<file path="src/rtl/jbs_pkg.sv">
// Constants, register map and TAP state encoding of the boundary-scan port
package jbs_pkg;

   // =====================================================================
   // Scan register widths
   localparam int IR_LEN    = 10;
   localparam int SIG_LEN   = 16;
   localparam int UCODE_LEN = 32;
   localparam int ID_LEN    = 32;

   // Boundary-scan chain lengths, one per device density
   localparam int BSR_LEN_D0 = 96;
   localparam int BSR_LEN_D1 = 192;
   localparam int BSR_LEN_D2 = 288;
   localparam int BSR_LEN_D3 = 480;
   localparam int BSR_LEN_D4 = 624;

   // =====================================================================
   // Identification word layout, MSB first
   localparam int ID_VER_W   = 4;
   localparam int ID_PART_W  = 16;
   localparam int ID_MFR_W   = 11;
   localparam logic ID_LSB_ONE = 1'b1;

   // =====================================================================
   // Instruction opcodes
   localparam logic [IR_LEN-1:0] OP_EXTEST   = 10'h000;
   localparam logic [IR_LEN-1:0] OP_SAMPLE   = 10'h055;
   localparam logic [IR_LEN-1:0] OP_IDCODE   = 10'h059;
   localparam logic [IR_LEN-1:0] OP_USERCODE = 10'h007;
   localparam logic [IR_LEN-1:0] OP_SIG      = 10'h079;
   localparam logic [IR_LEN-1:0] OP_BYPASS   = 10'h3FF;
   localparam logic [IR_LEN-1:0] IR_CAPTURE  = 10'h001;

   // =====================================================================
   // Test-port pads, reusable as user pins
   localparam int NUM_PADS = 4;
   localparam int PAD_TCK  = 0;
   localparam int PAD_TMS  = 1;
   localparam int PAD_TDI  = 2;
   localparam int PAD_TDO  = 3;

   // =====================================================================
   // Register map (byte addresses) and reset values
   localparam int REG_AW = 8;
   localparam logic [REG_AW-1:0] REG_CTRL   = 8'h00;
   localparam logic [REG_AW-1:0] REG_OD     = 8'h04;
   localparam logic [REG_AW-1:0] REG_SLEW   = 8'h08;
   localparam logic [REG_AW-1:0] REG_GND    = 8'h0C;
   localparam logic [REG_AW-1:0] REG_UCODE  = 8'h10;
   localparam logic [REG_AW-1:0] REG_SIG    = 8'h14;
   localparam logic [REG_AW-1:0] REG_STATUS = 8'h18;
   localparam int CTRL_SCAN_EN = 0;
   localparam logic [NUM_PADS-1:0] PAD_CFG_RST = 4'h0;
   localparam logic [UCODE_LEN-1:0] UCODE_RST = 32'h0000_0000;
   localparam logic [SIG_LEN-1:0]   SIG_RST   = 16'h0000;

   // =====================================================================
   // TAP controller, Gray steps from select to exit2 on both scan paths
   typedef enum logic [3:0] {
      TAP_RESET   = 4'h0,
      TAP_IDLE    = 4'h1,
      TAP_SEL_DR  = 4'h3,
      TAP_CAP_DR  = 4'h2,
      TAP_SH_DR   = 4'h6,
      TAP_EX1_DR  = 4'h7,
      TAP_PAU_DR  = 4'h5,
      TAP_EX2_DR  = 4'h4,
      TAP_UPD_DR  = 4'hC,
      TAP_SEL_IR  = 4'hD,
      TAP_CAP_IR  = 4'hF,
      TAP_SH_IR   = 4'hE,
      TAP_EX1_IR  = 4'hA,
      TAP_PAU_IR  = 4'hB,
      TAP_EX2_IR  = 4'h9,
      TAP_UPD_IR  = 4'h8
   } jbs_tap_e;

endpackage

</file>
<file path="src/rtl/jbs_port.sv">
// Boundary-scan test port with reusable test pads and per-pad output options
`timescale 1ns/1ps
module jbs_port
   import jbs_pkg::*;
#(
   parameter int              BSR_LEN    = BSR_LEN_D0,
   // Identity values below are arbitrary
   parameter logic [3:0]      ID_VERSION = 4'h3,
   parameter logic [15:0]     ID_PART    = 16'hA5C3,
   parameter logic [10:0]     ID_MFR     = 11'h2B5
) (
   input  wire logic                 core_clk,
   input  wire logic                 rst_n,
   input  wire logic [REG_AW-1:0]    reg_addr,
   input  wire logic [31:0]          reg_wdata,
   input  wire logic                 reg_wr,
   input  wire logic                 reg_rd,
   output logic      [31:0]          reg_rdata,
   input  wire logic [NUM_PADS-1:0]  pad_i,
   output logic      [NUM_PADS-1:0]  pad_o,
   output logic      [NUM_PADS-1:0]  pad_oe,
   output logic      [NUM_PADS-1:0]  slew_fast,
   input  wire logic [NUM_PADS-1:0]  user_out,
   input  wire logic [NUM_PADS-1:0]  user_oe,
   output logic      [NUM_PADS-1:0]  user_in,
   input  wire logic [BSR_LEN-1:0]   bsr_capture,
   output logic      [BSR_LEN-1:0]   bsr_update
);

   localparam int DR_MAX = (BSR_LEN > ID_LEN) ? BSR_LEN : ID_LEN;
   localparam int LEN_W  = $clog2(DR_MAX + 1);

   // ======================================================================
   // Software registers
   logic                  scan_en;
   logic [NUM_PADS-1:0]   cfg_od;
   logic [NUM_PADS-1:0]   cfg_slew;
   logic [NUM_PADS-1:0]   cfg_gnd;
   logic [UCODE_LEN-1:0]  usercode;
   logic [SIG_LEN-1:0]    user_sig;
   jbs_tap_e              tap_state;
   jbs_tap_e              next_tap_state;
   logic [IR_LEN-1:0]     ir;
   logic [IR_LEN-1:0]     ir_sh;

   always_ff @(posedge core_clk) begin
      if (!rst_n) begin
         scan_en  <= 1'b1;
         cfg_od   <= PAD_CFG_RST;
         cfg_slew <= PAD_CFG_RST;
         cfg_gnd  <= PAD_CFG_RST;
         usercode <= UCODE_RST;
         user_sig <= SIG_RST;
      end else if (reg_wr) begin
         unique case (reg_addr)
            REG_CTRL:  scan_en  <= reg_wdata[CTRL_SCAN_EN];
            REG_OD:    cfg_od   <= reg_wdata[NUM_PADS-1:0];
            REG_SLEW:  cfg_slew <= reg_wdata[NUM_PADS-1:0];
            REG_GND:   cfg_gnd  <= reg_wdata[NUM_PADS-1:0];
            REG_UCODE: usercode <= reg_wdata[UCODE_LEN-1:0];
            REG_SIG:   user_sig <= reg_wdata[SIG_LEN-1:0];
            default: ;
         endcase
      end
   end

   // Unmapped reads return zero
   always_ff @(posedge core_clk) begin
      if (!rst_n) begin
         reg_rdata <= 32'h0000_0000;
      end else if (reg_rd) begin
         unique case (reg_addr)
            REG_CTRL:   reg_rdata <= 32'(scan_en);
            REG_OD:     reg_rdata <= 32'(cfg_od);
            REG_SLEW:   reg_rdata <= 32'(cfg_slew);
            REG_GND:    reg_rdata <= 32'(cfg_gnd);
            REG_UCODE:  reg_rdata <= usercode;
            REG_SIG:    reg_rdata <= 32'(user_sig);
            REG_STATUS: reg_rdata <= 32'({ir, tap_state});
            default:    reg_rdata <= 32'h0000_0000;
         endcase
      end else begin
         reg_rdata <= 32'h0000_0000;
      end
   end

   // Slew bit passes through one more register to the pad buffer; reset leaves every pad slow
   always_ff @(posedge core_clk) begin
      if (!rst_n) begin
         slew_fast <= PAD_CFG_RST;
      end else begin
         slew_fast <= cfg_slew;
      end
   end

   // ======================================================================
   // Pad synchronisers and test clock edges
   logic [NUM_PADS-1:0] pad_s1;
   logic [NUM_PADS-1:0] pad_s2;
   logic                tck_d;
   logic                tck_rise;
   logic                tck_fall;
   logic                tms_s;
   logic                tdi_s;

   always_ff @(posedge core_clk) begin
      if (!rst_n) begin
         pad_s1 <= PAD_CFG_RST;
         pad_s2 <= PAD_CFG_RST;
         tck_d  <= 1'b0;
      end else begin
         pad_s1 <= pad_i;
         pad_s2 <= pad_s1;
         tck_d  <= pad_s2[PAD_TCK];
      end
   end

   assign tck_rise = pad_s2[PAD_TCK] & ~tck_d;
   assign tck_fall = ~pad_s2[PAD_TCK] & tck_d;
   assign tms_s    = pad_s2[PAD_TMS];
   assign tdi_s    = pad_s2[PAD_TDI];

   // ======================================================================
   // TAP controller; held in reset while the pads serve user logic
   always_comb begin
      unique case (tap_state)
         TAP_RESET:  next_tap_state = tms_s ? TAP_RESET  : TAP_IDLE;
         TAP_IDLE:   next_tap_state = tms_s ? TAP_SEL_DR : TAP_IDLE;
         TAP_SEL_DR: next_tap_state = tms_s ? TAP_SEL_IR : TAP_CAP_DR;
         TAP_CAP_DR: next_tap_state = tms_s ? TAP_EX1_DR : TAP_SH_DR;
         TAP_SH_DR:  next_tap_state = tms_s ? TAP_EX1_DR : TAP_SH_DR;
         TAP_EX1_DR: next_tap_state = tms_s ? TAP_UPD_DR : TAP_PAU_DR;
         TAP_PAU_DR: next_tap_state = tms_s ? TAP_EX2_DR : TAP_PAU_DR;
         TAP_EX2_DR: next_tap_state = tms_s ? TAP_UPD_DR : TAP_SH_DR;
         TAP_UPD_DR: next_tap_state = tms_s ? TAP_SEL_DR : TAP_IDLE;
         TAP_SEL_IR: next_tap_state = tms_s ? TAP_RESET  : TAP_CAP_IR;
         TAP_CAP_IR: next_tap_state = tms_s ? TAP_EX1_IR : TAP_SH_IR;
         TAP_SH_IR:  next_tap_state = tms_s ? TAP_EX1_IR : TAP_SH_IR;
         TAP_EX1_IR: next_tap_state = tms_s ? TAP_UPD_IR : TAP_PAU_IR;
         TAP_PAU_IR: next_tap_state = tms_s ? TAP_EX2_IR : TAP_PAU_IR;
         TAP_EX2_IR: next_tap_state = tms_s ? TAP_UPD_IR : TAP_SH_IR;
         TAP_UPD_IR: next_tap_state = tms_s ? TAP_SEL_DR : TAP_IDLE;
      endcase
   end

   always_ff @(posedge core_clk) begin
      if (!rst_n || !scan_en) begin
         tap_state <= TAP_RESET;
      end else if (tck_rise) begin
         tap_state <= next_tap_state;
      end
   end

   // ======================================================================
   // Instruction register
   always_ff @(posedge core_clk) begin
      if (!rst_n || !scan_en) begin
         ir    <= OP_IDCODE;
         ir_sh <= IR_CAPTURE;
      end else if (tck_rise) begin
         unique case (tap_state)
            TAP_RESET:  ir    <= OP_IDCODE;
            TAP_CAP_IR: ir_sh <= IR_CAPTURE;
            TAP_SH_IR:  ir_sh <= {tdi_s, ir_sh[IR_LEN-1:1]};
            TAP_UPD_IR: ir    <= ir_sh;
            default: ;
         endcase
      end
   end

   // ======================================================================
   // Data registers share one shifter; the selected length sets where TDI enters
   logic [LEN_W-1:0]  dr_len;
   logic [DR_MAX-1:0] dr_sh;
   logic [DR_MAX-1:0] next_dr_sh;
   logic [DR_MAX-1:0] cap_val;
   logic [ID_LEN-1:0] id_word;
   logic              bsr_sel;

   assign id_word = {ID_VERSION, ID_PART, ID_MFR, ID_LSB_ONE};
   assign bsr_sel = (ir == OP_SAMPLE) || (ir == OP_EXTEST);

   always_comb begin
      unique case (ir)
         OP_IDCODE: begin
            dr_len  = LEN_W'(ID_LEN);
            cap_val = DR_MAX'(id_word);
         end
         OP_USERCODE: begin
            dr_len  = LEN_W'(UCODE_LEN);
            cap_val = DR_MAX'(usercode);
         end
         OP_SIG: begin
            dr_len  = LEN_W'(SIG_LEN);
            cap_val = DR_MAX'(user_sig);
         end
         OP_SAMPLE, OP_EXTEST: begin
            dr_len  = LEN_W'(BSR_LEN);
            cap_val = DR_MAX'(bsr_capture);
         end
         default: begin
            dr_len  = LEN_W'(1);
            cap_val = '0;
         end
      endcase
   end

   for (genvar i = 0; i < DR_MAX; i++) begin : g_dr_bit
      if (i == DR_MAX - 1) begin : g_top
         assign next_dr_sh[i] = (dr_len == LEN_W'(i + 1)) ? tdi_s : 1'b0;
      end else begin : g_mid
         assign next_dr_sh[i] = (dr_len == LEN_W'(i + 1)) ? tdi_s :
                                (dr_len >  LEN_W'(i + 1)) ? dr_sh[i+1] : 1'b0;
      end
   end

   always_ff @(posedge core_clk) begin
      if (!rst_n || !scan_en) begin
         dr_sh <= '0;
      end else if (tck_rise) begin
         if (tap_state == TAP_CAP_DR) begin
            dr_sh <= cap_val;
         end else if (tap_state == TAP_SH_DR) begin
            dr_sh <= next_dr_sh;
         end
      end
   end

   always_ff @(posedge core_clk) begin
      if (!rst_n) begin
         bsr_update <= '0;
      end else if (tck_rise && tap_state == TAP_UPD_DR && bsr_sel) begin
         bsr_update <= dr_sh[BSR_LEN-1:0];
      end
   end

   // ======================================================================
   // Pads: test port while scan is enabled, user pins otherwise
   logic shifting;
   logic tdo_bit;

   assign shifting = (tap_state == TAP_SH_DR) || (tap_state == TAP_SH_IR);
   assign tdo_bit  = (tap_state == TAP_SH_IR) ? ir_sh[0] : dr_sh[0];

   for (genvar k = 0; k < NUM_PADS; k++) begin : g_pad
      always_ff @(posedge core_clk) begin
         if (!rst_n) begin
            pad_o[k]  <= 1'b0;
            pad_oe[k] <= 1'b0;
         end else if (scan_en && k != PAD_TDO) begin
            pad_o[k]  <= 1'b0;
            pad_oe[k] <= 1'b0;
         end else if (scan_en) begin
            // TDO moves on the falling test clock so the tester samples it settled
            if (tck_fall || tap_state == TAP_RESET) begin
               pad_o[k]  <= tdo_bit;
               pad_oe[k] <= shifting;
            end
         end else if (cfg_gnd[k]) begin
            // Grounding ignores user_out, so the pad's logic stays free
            pad_o[k]  <= 1'b0;
            pad_oe[k] <= 1'b1;
         end else if (cfg_od[k]) begin
            pad_o[k]  <= 1'b0;
            pad_oe[k] <= user_oe[k] & ~user_out[k];
         end else begin
            pad_o[k]  <= user_out[k];
            pad_oe[k] <= user_oe[k];
         end
      end
   end

   always_ff @(posedge core_clk) begin
      if (!rst_n) begin
         user_in <= PAD_CFG_RST;
      end else begin
         user_in <= scan_en ? PAD_CFG_RST : pad_s2;
      end
   end
endmodule

</file>
<file path="config.mk">
export PLATFORM = sky130hd
export DESIGN_NAME = jbs_port
export DESIGN_NICKNAME = d
export VERILOG_FILES = /design/src/rtl/jbs_pkg.sv /design/src/rtl/jbs_port.sv
export SDC_FILE = /design/constraint.sdc
export NUM_CORES = 1
export LEC_CHECK = 0
export BUFFER_PORTS_ARGS = -buffer_cell sky130_fd_sc_hd__buf_4
export CORE_MARGIN = 2
export CORE_UTILIZATION = 30
export CTS_CLUSTER_SIZE = 24
export DETAILED_ROUTE_END_ITERATION = 10
export GPL_ROUTABILITY_DRIVEN = 0
export HOLD_SLACK_MARGIN = 0.08
export PLACE_DENSITY = 0.58
export SLEW_MARGIN = 5
export SYNTH_ARGS = -nofsm -noshare
export SYNTH_HDL_FRONTEND = slang
export SYNTH_SLANG_ARGS = --single-unit
</file>
<file path="constraint.sdc">
create_clock -name core_clk -period 7.09 [get_ports core_clk]
set_clock_uncertainty 0.1 [all_clocks]
set_input_delay 1.418 -clock core_clk [delete_from_list [all_inputs] [get_ports core_clk]]
set_output_delay 1.418 -clock core_clk [all_outputs]
set_load 0.05 [all_outputs]
</file>
# Word-level counts from Yosys, hierarchy flattened
# Index checks and enable logic that the tools add are counted.
# totals
ff_bits	334
input_bits	152
out_inout_bits	144
wordCells	514
# classes
n_lt_le_gt_ge	95
eq_ne	122
n_mux	226
bitwise	13
reduce_logical	33
# op_table
operator	count
96-bit case mux with 4 select lines	1
7-bit == test (second input constant)	33
7-bit by 6-bit == test with 1-bit output (second input constant)	32
7-bit by 6-bit greater-than comparator with 1-bit output (second input constant)	32
7-bit greater-than comparator (second input constant)	32
32-bit case mux with 7 select lines	1
1-bit two-way mux	209
96-bit two-way mux	2
7-bit by 5-bit == test with 1-bit output (second input constant)	16
7-bit by 5-bit greater-than comparator with 1-bit output (second input constant)	16
7-bit by 4-bit == test with 1-bit output (second input constant)	8
7-bit by 4-bit greater-than comparator with 1-bit output (second input constant)	8
4-bit case mux with 12 select lines	1
10-bit case mux with 2 select lines	2
4-bit == test (second input constant)	8
10-bit by 7-bit == test with 1-bit output (second input constant)	3
7-bit by 3-bit == test with 1-bit output (second input constant)	4
7-bit by 3-bit greater-than comparator with 1-bit output (second input constant)	4
8-bit by 5-bit == test with 1-bit output (second input constant)	3
7-bit case mux with 3 select lines	1
2-bit AND reduction	10
4-bit by 3-bit == test with 1-bit output (second input constant)	4
8-bit by 4-bit == test with 1-bit output (second input constant)	2
4-bit two-way mux	4
23 further kinds	53

# Longest topological paths before layout
# logic_depth
ltp_word	8
ltp_mapped	9
mapped_depth_nobuf	5

# Least setup slack after synthesis
# No wires, ideal clock.
# synth_path
path_type	input port to flip-flop
startpoint	input reg_addr[6]
endpoint	register cfg_gnd[0]
setup_ns	0.128
arrival_ns	2.997
t_required_ns	6.862
slack_ns	3.865
path_stages	7
n_path_buf	2
cell_sequence	or4_1 buf_2 nor3_1 and3_1 clkbuf_2 mux2i_1 nor2_1
# synth_between
elab_chain_cells	2
# synth_rtl
element	line_no	rtl
start, declared	jbs_port.sv:14	input wire logic [REG_AW-1:0] reg_addr,
8-bit by 4-bit == test with 1-bit output	jbs_port.sv:55	unique case (reg_addr)
2-bit AND reduction (no line)	n/a	
end signal, assigned	jbs_port.sv:59	REG_GND: cfg_gnd <= reg_wdata[NUM_PADS-1:0];
end, declared	jbs_port.sv:38	logic [NUM_PADS-1:0] cfg_gnd;
# No other way between the ends.
# A chain may end at the register's enable or synchronous reset.

# Worst setup path after layout
# layout_path
startpoint	input reg_addr[6]
endpoint	register usercode[23]
# layout_between
elab_chain_cells	2
# layout_rtl
element	line_no	rtl
8-bit by 5-bit == test with 1-bit output	jbs_port.sv:55	
2-bit AND reduction (no line)	n/a	
end signal, assigned	jbs_port.sv:60	REG_UCODE: usercode <= reg_wdata[UCODE_LEN-1:0];
end, declared	jbs_port.sv:39	logic [UCODE_LEN-1:0] usercode;
# No other way between the ends.

==> flow_summary.toml <==
[timing]
slew_violations = 0
hold_viol = 0
tns_ns = 0
slew_headroom_pct = 17.8
min_period_over_period_pct = 61.6
rsz0062_at_grt = "no"
fin_crit_ns = 4.37
worst_pin_slew_ns = 1.23
max_freq_ghz = 0.229
setup_viol = 0

[clocking]
clk_latency_ns = 0.56
cts_inserted_buffers = 39
root_buffer = "clkbuf_16"
cts_hold_buf = 0
htree_levels = 2
cts_resized = 0
cts_sinks = 334
cts_buffer_depth = 3
cts_tree = "done"
clk_pin_slew_ns = 0.06
postCtsSetupRepairBufs = 0

[logic_synthesis]
synth_seq_cells = 334
synthArstFlopShare_pct = 0
ys_warn_count = 0
ys_types = 58
ys.flop_type = "dfxtp_1"
synth_nets = 1706
synthCells = 1554
yosysSeqAreaShare_pct = 49.8
synth_edf_count = 0
syn_area_um2 = 13400
postSynthAreaPerCell_um2 = 8.64

[global_route]
grt_pass1_vias = 11625
antenna_found_initial = 4
grt_pass1_wl_mm = 66.0
overflow = 0
grt_max_degree = 93
grt_usage_pct = 17.8

[worst_setup_path]
crit_arrival_ns = 4.67
path_cells = "buf_4 > or4_1 > nor4_4 > nand2_1 > nand2_1 > a21oi_2"
worst_setup_path_start_kind = "primary input"
required_ns = 7.39
critPathSlowestCell = "nand2_1"
critPathKind = "in -> reg"
crit_fanout = 32
worst_path_largest_cell_delay_ns = 1.01
crit_path_end_kind = "flop"
crit_path_frequent_cell = "nand2_1"

[power_and_ir_drop]
intPower_uw = 3080
p_clk_share_pct = 49.1
ir_worst_vdd_v = 0.000147
p_seq_share_pct = 47.6
p_switching_uw = 882
power_leakage_uw = 0.00646
p_per_area_nw_per_um2 = 230
netSwitchingFraction_pct = 22.3
p_comb_share_pct = 3.3
p_total_uw = 3960

[floorplan]
start_util_pct = 30.4
core_um2 = 44200
floorplan.rows = 77
ios = 296
fp.dieH_um = 216
die_area_um2 = 46500
die_w_um = 216

[drt]
ant_nets = 0
drcViolationCount = 0
firstDrtPassIters = 6
initialDrtViolationCount = 914
routedWlPerCell_um = 17.9
viasPerCell = 5.03
vias = 12072
wl_mm = 43.0

[cells_and_area]
num-nets-final = 1929
area_delta_synth_final_pct = 28.3
drive_above_1_share_pct = 26.3

[placed_design]
io_buffer_count = 295
dp.final_hpwl_mm = 28.9

[flow_run]
maxCapViolations = 0

[outcome]
outcome = "complete, no violations"

[hold_path]
min_path_type = "reg -> reg"
==> power by group through the flow <==
stage | Combinational, uW | Sequential (uW) | Clock [uW]
2_1_floorplan | 42.1 | 1920 | 0
3_3_place_gp | 130 | 1930 | 0
3_5_place_dp | 130 | 1930 | 0
4_1_cts | 130 | 1880 | 2000
5_1_grt | 139 | 1880 | 2070
6_report | 129 | 1890 | 1940
==> per-layer routing <==
layer,GRT usage [%],routed length (um),part of all wire [%]
met1,23.4,19000,44
met2,28.6,20000,46
met3,3.52,2630,6.1
met4,7.45,1430,3.3
met5,0,0,0
==> cell usage after synthesis (3+ instances only) <==
cell | n | area share [%]
buf_1 | 3 | 0.084
a32o_1 | 15 | 1.1
mux2_2 | 66 | 5.5
clkbuf_2 | 3 | 0.11
buf_6 | 3 | 0.25
nand2_2 | 10 | 0.47
nor3b_1 | 10 | 0.56
a222oi_1 | 15 | 1.1
nand2_1 | 330 | 9.2
nand2b_1 | 20 | 0.93
clkbuf_1 | 90 | 2.5
and2_1 | 35 | 1.6
and3_1 | 12 | 0.56
mux2i_1 | 14 | 1.0
nor2_1 | 123 | 3.4
nor2b_1 | 3 | 0.14
a221oi_1 | 16 | 1.0
a211oi_1 | 3 | 0.17
a22o_1 | 15 | 0.98
nor3_1 | 10 | 0.37
inv_1 | 5 | 0.14
a31oi_1 | 7 | 0.33
buf_2 | 26 | 0.97
a21oi_1 | 184 | 6.9
dfxtp_1 | 334 | 50
nand3_1 | 33 | 1.2
a22oi_1 | 71 | 4.0
a21oi_2 | 13 | 0.85
o21ai_0 | 38 | 1.4
nor4b_1 | 4 | 0.26
or3_1 | 5 | 0.23
==> cells by family after synthesis <==
kind of cell           after synthesis  share of synthesized area (%)
buffers and inverters              135                           4.35
AND/OR/NAND/NOR                    613                           20.4
AO/OA/AOI/OAI                      392                           18.9
multiplexers                        80                           6.58
flip-flops                         334                           49.8
==> flip-flops by register name, summed over array words and instances, names as in the netlist, 10 cells and up <==
signal      flops
ir_sh          10
usercode       32
ir             10
dr_sh          96
reg_rdata      32
bsr_update     96
user_sig       16
==> final timing paths <==
kind | startpoint | endpoint | slack, ns | depth (start not counted)
hold / removal | pad_s1[0]$_SDFF_PN0_ | pad_s2[0]$_SDFF_PN0_ | 0.31 | 1
hold reg to reg | pad_s1[0]$_SDFF_PN0_ | pad_s2[0]$_SDFF_PN0_ | 0.31 | 1
setup reg to reg | pad_s2[0]$_SDFF_PN0_ | dr_sh[53]$_SDFFE_PP0P_ | 3.73 | 6
setup / recovery | reg_addr[6] | usercode[23]$_SDFFE_PN0P_ | 2.72 | 6
==> worst max-delay path: cells and delay by family <==
family / cells / cell delay [ns]
and+or+nand+nor: 4 / 3.03
AOI/OAI and AO/OA: 1 / 0.09
buffers and inverters: 1 / 0.11
==> metrics by stage <==
stage	worst slack, ns	hold slack (ns)	utilization [%]	cell area, um^2	std cells
detailed placement	2.17	0.320	36.2	16000	2328
CTS	2.77	0.320	38.9	17200	2395
floorplan	3.87	0.312	-	13400	1554
finish	2.72	0.309	39.0	17200	2399
global route	2.55	0.347	39.0	17200	2399
global placement	2.31	0.317	36.2	16000	2328
==> placed cells by master (no fill, tap or decap), drive strengths merged, types with 12 or more instances in the layout <==
cell	n
a22o	15
mux2i	14
nand2b	20
and3	12
nor2	123
buf	310
and2	36
a222oi	15
dfxtp	334
a32o	15
clkbuf	55
nand2	340
a221oi	16
o21ai	38
nand3	33
a22oi	71
mux2	66
a21oi	197
==> layout make-up <==
| cell class | count | area [um^2] |
|---|---|---|
| Clock buffer | 55 | 1120 |
| Clock inverter | 12 | 110 |
| Fill cell | 4490 | 27000 |
| Timing Repair Buffer | 310 | 2330 |
| Inverter | 7 | 31.3 |
| Antenna cell | 4 | 10.0 |
| Sequential cell | 334 | 6690 |
| Tap cell | 592 | 741 |
| Multi-Input combinational cell | 1085 | 6210 |
Power figures use the tool's default switching activity.
